[config.mk]
export PLATFORM = sky130hd
export DESIGN_NAME = usb_function_mask_and_control
export DESIGN_NICKNAME = d
export VERILOG_FILES = /design/src/hdl/usb_function_mask_and_control_pkg.sv /design/src/hdl/usb_function_mask_and_control.sv
export VERILOG_INCLUDE_DIRS = /design/src /design/src/hdl
export SDC_FILE = /design/constraint.sdc
export NUM_CORES = 1
export LEC_CHECK = 0
export ABC_AREA = 1
export BUFFER_PORTS_ARGS = -buffer_cell sky130_fd_sc_hd__buf_2
export CELL_PAD_IN_SITES_DETAIL_PLACEMENT = 0
export CELL_PAD_IN_SITES_GLOBAL_PLACEMENT = 1
export CORE_MARGIN = 2
export CORE_UTILIZATION = 29
export CTS_CLUSTER_SIZE = 40
export DETAILED_ROUTE_END_ITERATION = 6
export PLACE_DENSITY_LB_ADDON = 0.1
export RECOVER_POWER = 25
export SYNTH_ARGS = -nofsm -noshare
export SYNTH_HDL_FRONTEND = slang
export SYNTH_SLANG_ARGS = --single-unit
export TNS_END_PERCENT = 10
[constraint.sdc]
create_clock -name clk_i -period 1.3 [get_ports clk_i]
set_input_delay 0 -clock clk_i [delete_from_list [all_inputs] [get_ports clk_i]]
set_output_delay 0 -clock clk_i [all_outputs]
set_load 0.01 [all_outputs]
[src/hdl/usb_function_mask_and_control_cfg.svh]
// Offsets, field positions, reset values and timing of the function mask/control bank.
`ifndef USB_FUNCTION_MASK_AND_CONTROL_CFG_SVH
`define USB_FUNCTION_MASK_AND_CONTROL_CFG_SVH

// Byte addresses on the register bus.
`define UFC_OFS_FLAGS        8'h00
`define UFC_OFS_MASK         8'h04
`define UFC_OFS_CTL          8'h08

// Event flag and mask bit positions.
`define UFC_EV_SETUP_OVR     0
`define UFC_EV_RSV           1
`define UFC_EV_SETUP_RCV     2
`define UFC_EV_PWR_UP        3
`define UFC_EV_PWR_DOWN      4
`define UFC_EV_RESUME        5
`define UFC_EV_SUSPEND       6
`define UFC_EV_BUS_RESET     7

// Control bit positions.
`define UFC_CTL_DIR          0
`define UFC_CTL_SETUP_SVC    1
`define UFC_CTL_SELF_PWR     2
`define UFC_CTL_WAKE_PERMIT  3
`define UFC_CTL_COUPLING     4
`define UFC_CTL_WAKE_REQ     5
`define UFC_CTL_HUB_GEN      6
`define UFC_CTL_ATTACH       7

// Reset values and implemented-bit masks.
`define UFC_FLAGS_RST        8'h00
`define UFC_MASK_RST         8'h00
`define UFC_CTL_RST          8'h10
`define UFC_EV_VALID         8'hFD
`define UFC_READ_NONE        32'h0000_0000

// Length of the remote wake-up pulse in clock cycles.
`define UFC_WAKE_PULSE_CYC   1

`endif

[src/hdl/usb_function_mask_and_control_pkg.sv]
// Types shared by the function mask/control bank.
package usb_function_mask_and_control_pkg;

    // Register selected by a bus address.
    typedef enum logic [1:0] {
        SEL_FLAGS,
        SEL_MASK,
        SEL_CTL,
        SEL_NONE
    } reg_sel_t;

    typedef logic [7:0] byte_t;

endpackage

[src/hdl/usb_function_mask_and_control.sv]
// Event flags, interrupt enable mask and control register of the embedded USB function.
//
// The register offsets and the Wishbone slave port were decided locally.
`timescale 1ns/1ps
`include "usb_function_mask_and_control_cfg.svh"

// Function
// Mask bits 0,2,3,4 enable setup-overrun, setup, power-up, power-down interrupts; reset 0.
// Mask bit 5 enables the resume interrupt; resets to 0.
// Mask bit 6 enables the suspend interrupt; resets to 0.
// Mask bit 7 enables the bus-reset interrupt; resets to 0.
// Control register clears only on power-up reset, never on USB reset.
// Control bit 0 gives data stage direction: 0 OUT, 1 IN.
// Control bit 1 tells hardware that setup servicing is in progress.
// Control bit 2 reports power source: 0 bus, 1 self powered.
// Firmware sets control bit 3 on remote wake-up feature set, clears on clear.
// Control bit 4, reset 1, couples function reset into controller reset.
// Writing 1 to control bit 5 emits a wake-up pulse; bit self-clears.
// Control bit 6 selects hub generation: 0 is 1.x, 1 is 2.x.
// Control bit 7 enables upstream pullup (attached); 0 detaches.
// A status flag interrupts only while its mask bit is set.
// Hardware sets flags; writing 1 clears, writing 0 leaves them.
// Mask bit 1 reads 0, ignores writes; interrupt ORs enabled pending flags.
module usb_function_mask_and_control
    import usb_function_mask_and_control_pkg::*;
(
    // Clock and power-up reset
    input  wire logic        clk_i,
    input  wire logic        rst_i,
    // Wishbone classic slave
    input  wire logic        wb_cyc_i,
    input  wire logic        wb_stb_i,
    input  wire logic        wb_we_i,
    input  wire logic [7:0]  wb_adr_i,
    input  wire logic [3:0]  wb_sel_i,
    input  wire logic [31:0] wb_dat_i,
    output logic      [31:0] wb_dat_o,
    output logic             wb_ack_o,
    // USB engine events, one-cycle pulses on clk_i
    input  wire logic        setup_overrun_evt_i,
    input  wire logic        setup_rcvd_evt_i,
    input  wire logic        port3_power_up_evt_i,
    input  wire logic        port3_power_down_evt_i,
    input  wire logic        resume_evt_i,
    input  wire logic        suspend_evt_i,
    input  wire logic        bus_reset_evt_i,
    // USB function reset level from the USB engine
    input  wire logic        usb_func_reset_i,
    // Interrupt and control outputs
    output logic             irq_o,
    output logic             data_dir_in_o,
    output logic             setup_service_active_o,
    output logic             self_powered_o,
    output logic             wakeup_permit_o,
    output logic             mcu_reset_o,
    output logic             wakeup_pulse_o,
    output logic             hub_generation_sel_o,
    output logic             upstream_attach_o
);

    // Address decode shared by the read and write paths.
    function automatic reg_sel_t decode(input logic [7:0] adr);
        reg_sel_t sel;
        sel = SEL_NONE;
        if (adr == `UFC_OFS_FLAGS) begin
            sel = SEL_FLAGS;
        end else if (adr == `UFC_OFS_MASK) begin
            sel = SEL_MASK;
        end else if (adr == `UFC_OFS_CTL) begin
            sel = SEL_CTL;
        end
        return sel;
    endfunction

    byte_t    usb_event_flags_ff;
    byte_t    usb_event_enable_mask_ff;
    byte_t    usb_function_control_ff;
    byte_t    evt_vec;
    byte_t    wr_byte;
    reg_sel_t cur_sel;
    logic     ack_ff;
    logic     req;
    logic     wr_go;
    logic     wr_flags;
    logic     wr_mask;
    logic     wr_ctl;
    logic     mcu_reset_ff;
    logic     wake_pulse_ff;

    assign req      = wb_cyc_i & wb_stb_i;
    assign cur_sel  = decode(wb_adr_i);
    assign wr_byte  = wb_dat_i[7:0];
    // Writes land on the edge where the master sees ack, and only with lane 0 enabled.
    assign wr_go    = req & ack_ff & wb_we_i & wb_sel_i[0];
    assign wr_flags = wr_go & (cur_sel == SEL_FLAGS);
    assign wr_mask  = wr_go & (cur_sel == SEL_MASK);
    assign wr_ctl   = wr_go & (cur_sel == SEL_CTL);

    // Bus answer: ack one cycle after the request is seen, then dropped for a cycle.
    always_ff @(posedge clk_i) begin
        if (rst_i) begin
            ack_ff <= 1'b0;
        end else begin
            ack_ff <= req & ~ack_ff;
        end
    end
    assign wb_ack_o = ack_ff;

    // Read data is captured with the ack so it is stable while ack is high.
    always_ff @(posedge clk_i) begin
        if (rst_i) begin
            wb_dat_o <= `UFC_READ_NONE;
        end else if (req & ~ack_ff) begin
            if (cur_sel == SEL_FLAGS) begin
                wb_dat_o <= {24'h000000, usb_event_flags_ff};
            end else if (cur_sel == SEL_MASK) begin
                wb_dat_o <= {24'h000000, usb_event_enable_mask_ff};
            end else if (cur_sel == SEL_CTL) begin
                wb_dat_o <= {24'h000000, usb_function_control_ff};
            end else begin
                wb_dat_o <= `UFC_READ_NONE;
            end
        end
    end

    always_comb begin
        evt_vec                     = 8'h00;
        evt_vec[`UFC_EV_SETUP_OVR]  = setup_overrun_evt_i;
        evt_vec[`UFC_EV_SETUP_RCV]  = setup_rcvd_evt_i;
        evt_vec[`UFC_EV_PWR_UP]     = port3_power_up_evt_i;
        evt_vec[`UFC_EV_PWR_DOWN]   = port3_power_down_evt_i;
        evt_vec[`UFC_EV_RESUME]     = resume_evt_i;
        evt_vec[`UFC_EV_SUSPEND]    = suspend_evt_i;
        evt_vec[`UFC_EV_BUS_RESET]  = bus_reset_evt_i;
    end

    // Sticky flags; a new event in the clearing cycle wins over the clear.
    // The bus-reset flag survives a function reset so firmware can see its cause.
    // Power-up flag value kept as a vector so that each generated bit can pick its own.
    localparam byte_t FLAGS_RST = `UFC_FLAGS_RST;
    genvar gi;
    generate
        for (gi = 0; gi < 8; gi++) begin : g_flag
            if (gi == `UFC_EV_RSV) begin : g_rsv
                always_ff @(posedge clk_i) begin
                    usb_event_flags_ff[gi] <= 1'b0;
                end
            end else begin : g_live
                always_ff @(posedge clk_i) begin
                    if (rst_i) begin
                        usb_event_flags_ff[gi] <= FLAGS_RST[gi];
                    end else if (evt_vec[gi]) begin
                        usb_event_flags_ff[gi] <= 1'b1;
                    end else if (usb_func_reset_i && gi != `UFC_EV_BUS_RESET) begin
                        usb_event_flags_ff[gi] <= 1'b0;
                    end else if (wr_flags && wr_byte[gi]) begin
                        usb_event_flags_ff[gi] <= 1'b0;
                    end
                end
            end
        end
    endgenerate

    // Mask is cleared by either reset; the reserved bit never stores.
    always_ff @(posedge clk_i) begin
        if (rst_i || usb_func_reset_i) begin
            usb_event_enable_mask_ff <= `UFC_MASK_RST;
        end else if (wr_mask) begin
            usb_event_enable_mask_ff <= wr_byte & `UFC_EV_VALID;
        end
    end

    // Interrupt is the OR of enabled pending flags.
    assign irq_o = |(usb_event_flags_ff & usb_event_enable_mask_ff);

    // Control ignores the USB function reset on purpose: attach and coupling must
    // outlive a bus reset or the device would drop off the bus.
    always_ff @(posedge clk_i) begin
        if (rst_i) begin
            usb_function_control_ff <= `UFC_CTL_RST;
        end else if (wr_ctl) begin
            usb_function_control_ff <= wr_byte;
        end else begin
            usb_function_control_ff[`UFC_CTL_WAKE_REQ] <= 1'b0;
        end
    end

    // Wake-up pulse lasts exactly as long as the request bit stays set.
    always_ff @(posedge clk_i) begin
        if (rst_i) begin
            wake_pulse_ff <= 1'b0;
        end else begin
            wake_pulse_ff <= wr_ctl & wr_byte[`UFC_CTL_WAKE_REQ];
        end
    end
    assign wakeup_pulse_o = wake_pulse_ff;

    // Controller reset follows the function reset only while coupling is on.
    always_ff @(posedge clk_i) begin
        if (rst_i) begin
            mcu_reset_ff <= 1'b0;
        end else begin
            mcu_reset_ff <= usb_func_reset_i
                            & usb_function_control_ff[`UFC_CTL_COUPLING];
        end
    end
    assign mcu_reset_o = mcu_reset_ff;

    assign data_dir_in_o          = usb_function_control_ff[`UFC_CTL_DIR];
    assign setup_service_active_o = usb_function_control_ff[`UFC_CTL_SETUP_SVC];
    assign self_powered_o         = usb_function_control_ff[`UFC_CTL_SELF_PWR];
    assign wakeup_permit_o        = usb_function_control_ff[`UFC_CTL_WAKE_PERMIT];
    assign hub_generation_sel_o   = usb_function_control_ff[`UFC_CTL_HUB_GEN];
    assign upstream_attach_o      = usb_function_control_ff[`UFC_CTL_ATTACH];
endmodule

==> impl_results.rst <==
.. list-table::
   :header-rows: 1

   * - Metric
     - Value
   * - Result of the run
     - complete, but fails checks
   * - Failing checks
     - hold timing
   * - Count of inserted antenna diode cells
     - 0
   * - Global-route wire length before repair
     - 7072 um
   * - Layer with the highest usage after global routing
     - met2
   * - Startpoint Class
     - flip-flop
   * - Static power due to leakage
     - 0.9674 nW
   * - Residual DRC
     - 0
   * - Dpl hpwl
     - 3175 um
   * - Number of levels in the clock H-tree
     - 2
   * - Count of final setup violators
     - 0
   * - Clock tree sinks
     - 33
   * - Fraction of synthesized cell area taken by the top area cell type
     - 0.3818
   * - Sequential Power Share
     - 0.508
   * - Synth async-reset ratio
     - 0
   * - Die Span Y
     - 81.25 um
   * - FMAX
     - 0.8162 GHz
   * - Switching fraction of total power
     - 0.2556
   * - Vias after detailed routing
     - 1590
   * - Post-synthesis cell count
     - 247
   * - Final Cycle Share
     - 0.9425
   * - Average wire length per cell after detail routing
     - 11.35 um
   * - Total routing usage reported by global routing
     - 0.1428
   * - RSZ-0062 raised after global routing
     - true
   * - Final Wtd Congestion
     - 0.7765
   * - Number of distinct standard cells referenced by the synthesized netlist
     - 19
   * - Fin util
     - 0.3672
   * - Cell area after layout
     - 2148 um2
   * - Yosys reg bits
     - 33
   * - IO Port Bufs
     - 47
   * - Final wirelength
     - 4346 um
   * - Worst hold slack across all endpoints
     - -0.009913 ns
   * - CTS tree
     - built
   * - FP Rows
     - 28
   * - Category of the critical setup timing path
     - flip-flop to flip-flop
   * - Vias in the first global route
     - 1422
   * - Internal power consumption
     - 0.001559 W
   * - Fill cell count
     - 655
   * - Power per Cell Area
     - 975.0 nW/um2
   * - Mapped Area
     - 1730 um2
   * - Initial antenna violation count
     - 0
   * - CP cell instances
     - nand3_1 -> nor2_4 -> buf_6 -> nand3_1 -> nand2_1 -> a21oi_1
   * - Number of detailed-routing iterations run before antenna repair
     - 4
   * - Post-synthesis average cell area
     - 7.006 um2
   * - Skew-Pair Late Insertion Delay
     - 0.28 ns
   * - Final cell count without fillers
     - 383
   * - Met1 Use GR
     - 0.1988
   * - Most repeated cell in the gate-level netlist after synthesis
     - sky130_fd_sc_hd__nand2_1
   * - Area of the core
     - 5851 um2
   * - Commonest register cell after synthesis
     - sky130_fd_sc_hd__dfxtp_1
   * - GR Util met3
     - 0.03222
   * - Starting Density
     - 0.2958
   * - Largest voltage drop on the vdd net
     - 0.3892 mV
   * - Hold WC Path Type
     - input pin to flip-flop
   * - Post-detailed-route via-to-cell ratio
     - 4.151
   * - Number of synthesized flops with an enable pin
     - 0
   * - Ys Warns
     - 0
   * - CTS Buf Count
     - 5
   * - Worst path slowest cell
     - sky130_fd_sc_hd__dfxtp_1
   * - Critical Path End Type
     - flip-flop
   * - Clock Tree Root
     - sky130_fd_sc_hd__clkbuf_8
   * - Most numerous cell on the critical path
     - sky130_fd_sc_hd__nand3_1
   * - Part of the Yosys area used for sequential elements
     - 0.3818
   * - MaxCap Viol Count
     - 0
   * - NetSw
     - 0.0005354 W
   * - Max incr delay on CP
     - 0.36 ns
   * - Die boundary width
     - 81.25 um
   * - Met2 global-route usage
     - 0.2182
   * - Portion of total power attributed to the clock network
     - 0.376
   * - Dominant cells by area after synthesis
     - sky130_fd_sc_hd__dfxtp_1 (38%), sky130_fd_sc_hd__buf_4 (12%), sky130_fd_sc_hd__nand2_1 (12%)
   * - Bufs on Longest Clock Path
     - 2
   * - DP Area
     - 1954 um2
   * - Total die area
     - 6601 um2
   * - Commonest cells post-synth
     - sky130_fd_sc_hd__nand2_1 (55), sky130_fd_sc_hd__dfxtp_1 (33), sky130_fd_sc_hd__nor2_1 (32)
   * - Layout net count
     - 365
   * - Yosys top cell by area
     - sky130_fd_sc_hd__dfxtp_1
   * - Remaining antenna violation count
     - 0
   * - Violation count after the first detailed-routing iteration
     - 82
   * - Maximum number of pins on one net before global-route repair
     - 17
   * - Sum of negative setup slack
     - 0 ns
   * - Total gr overflow
     - 0
   * - Data arrival time of the worst path
     - 1.40 ns
   * - Clock slew at the register clock pins of the worst setup and hold paths
     - 0.07 ns
   * - Fin Clk Skew
     - 0.001853 ns
   * - Area overhead of the layout relative to synthesis
     - 24.15%
   * - Part of the total power dissipated in combinational logic
     - 0.116
   * - Crit path max fanout
     - 13
   * - Final count of pins violating max slew
     - 0
   * - Min cycle time layout
     - 1.225 ns
   * - Hold Vio Cnt, Final
     - 1
   * - I/O pin count
     - 99
   * - Layout cells sized above 1
     - 0.2175
   * - Inst Count DP
     - 366
   * - Worst path required time
     - 1.48 ns
[worst paths after layout]
check,startpoint,slack [ns],end,cells past startpoint
max,wb_ack_o,0.07,usb_event_flags_ff[2],6
min,wb_dat_i[7],-0.01,usb_event_enable_mask_ff[7],3
max reg2reg,wb_ack_o,0.07,usb_event_flags_ff[2],6
min reg2reg,wb_dat_o[1],0.46,wb_dat_o[1],2
[metal layers]
metal,share of wire,vias to the layer above
li1,-,856
met1,0.51,674
met2,0.41,54
met3,0.060,6
met4,0.015,0
met5,0,-
[power by group through the flow]
stage / Combinational (W) / Clock (W) / Sequential (W)
after floorplan: 0.000178 / 0 / 0.00109
after global placement: 0.000221 / 0 / 0.00109
after detailed placement: 0.000224 / 0 / 0.00109
after CTS: 0.000248 / 0.000822 / 0.00106
after global routing: 0.000280 / 0.000862 / 0.00107
final: 0.000243 / 0.000787 / 0.00106
[stage by stage]
step	setup slack, ns	hold slack [ns]	total power [W]
finish	0.07478	-0.009913	0.002095
floorplan	0.1587	0.1340	0.001266
global route	-0.01180	0.003696	0.002210
CTS	0.04300	0.0008724	0.002132
global placement	-0.04850	0.2425	0.001309
detailed placement	-0.01804	0.2399	0.001309
[critical path: cells and delay by family (launching register included)]
| family | cells | cell delay [ns] |
|---|---|---|
| AND/OR/NAND/NOR | 4 | 0.51 |
| flip-flops | 1 | 0.36 |
| buffers and inverters | 1 | 0.19 |
| AO/OA/AOI/OAI | 1 | 0.05 |
[logic make-up (layout without fill, tap and decap cells)]
family,count (synthesis),after routing,share of synthesized area
AO/OA/AOI/OAI,37,37,0.1128
buffers and inverters,50,88,0.1779
flip-flops,33,33,0.3818
other,1,24,0.002167
AND/OR/NAND/NOR,126,126,0.3254
[registers in the layout, summed over array words and instances, names as in the netlist]
name	count
wb_ack_o	1
wb_dat_o	8
usb_event_flags_ff	7
mcu_reset_o	1
wakeup_pulse_o	1
usb_function_control_ff	8
usb_event_enable_mask_ff	7
[timing repair]
item	4_1_cts	5_1_grt
hold buffers	10	0
hold endpoints to repair	10	0
endpoints found under the setup margin	20	17
gates resized for setup	1	5
setup buffers	0	0
[layout make-up]
class,instances,area [um2],area share
multi-input cells,187,864.6,0.4024
flip-flops and latches,33,660.6,0.3075
repair buffers,64,379.1,0.1765
well taps,75,93.84,0.04368
clock buffers,7,86.33,0.04019
inverters,17,63.81,0.02970
[placed cells by master (no fill, tap or decap)]
master / Yosys / routed
sky130_fd_sc_hd__conb_1: 1 / 24
sky130_fd_sc_hd__o21ai_0: 13 / 12
sky130_fd_sc_hd__nand2_4: 1 / 1
sky130_fd_sc_hd__a21boi_1: 1 / 1
sky130_fd_sc_hd__inv_1: 17 / 17
sky130_fd_sc_hd__nor2_2: 6 / 5
sky130_fd_sc_hd__buf_2: 0 / 37
sky130_fd_sc_hd__a21oi_1: 21 / 21
sky130_fd_sc_hd__a22o_1: 1 / 1
sky130_fd_sc_hd__dlygate4sd3_1: 0 / 10
sky130_fd_sc_hd__nand3_2: 1 / 1
sky130_fd_sc_hd__clkbuf_8: 0 / 6
sky130_fd_sc_hd__o21ai_1: 0 / 1
sky130_fd_sc_hd__nor2_4: 3 / 4
sky130_fd_sc_hd__clkbuf_1: 3 / 11
sky130_fd_sc_hd__buf_4: 28 / 6
sky130_fd_sc_hd__buf_6: 2 / 1
sky130_fd_sc_hd__dfxtp_1: 33 / 33
sky130_fd_sc_hd__nand3_1: 25 / 25
sky130_fd_sc_hd__nor2_1: 32 / 32
sky130_fd_sc_hd__nand2_2: 3 / 5
sky130_fd_sc_hd__a221oi_2: 0 / 1
sky130_fd_sc_hd__nand2_1: 55 / 53
Note: power is estimated with default switching activity, not from simulation.
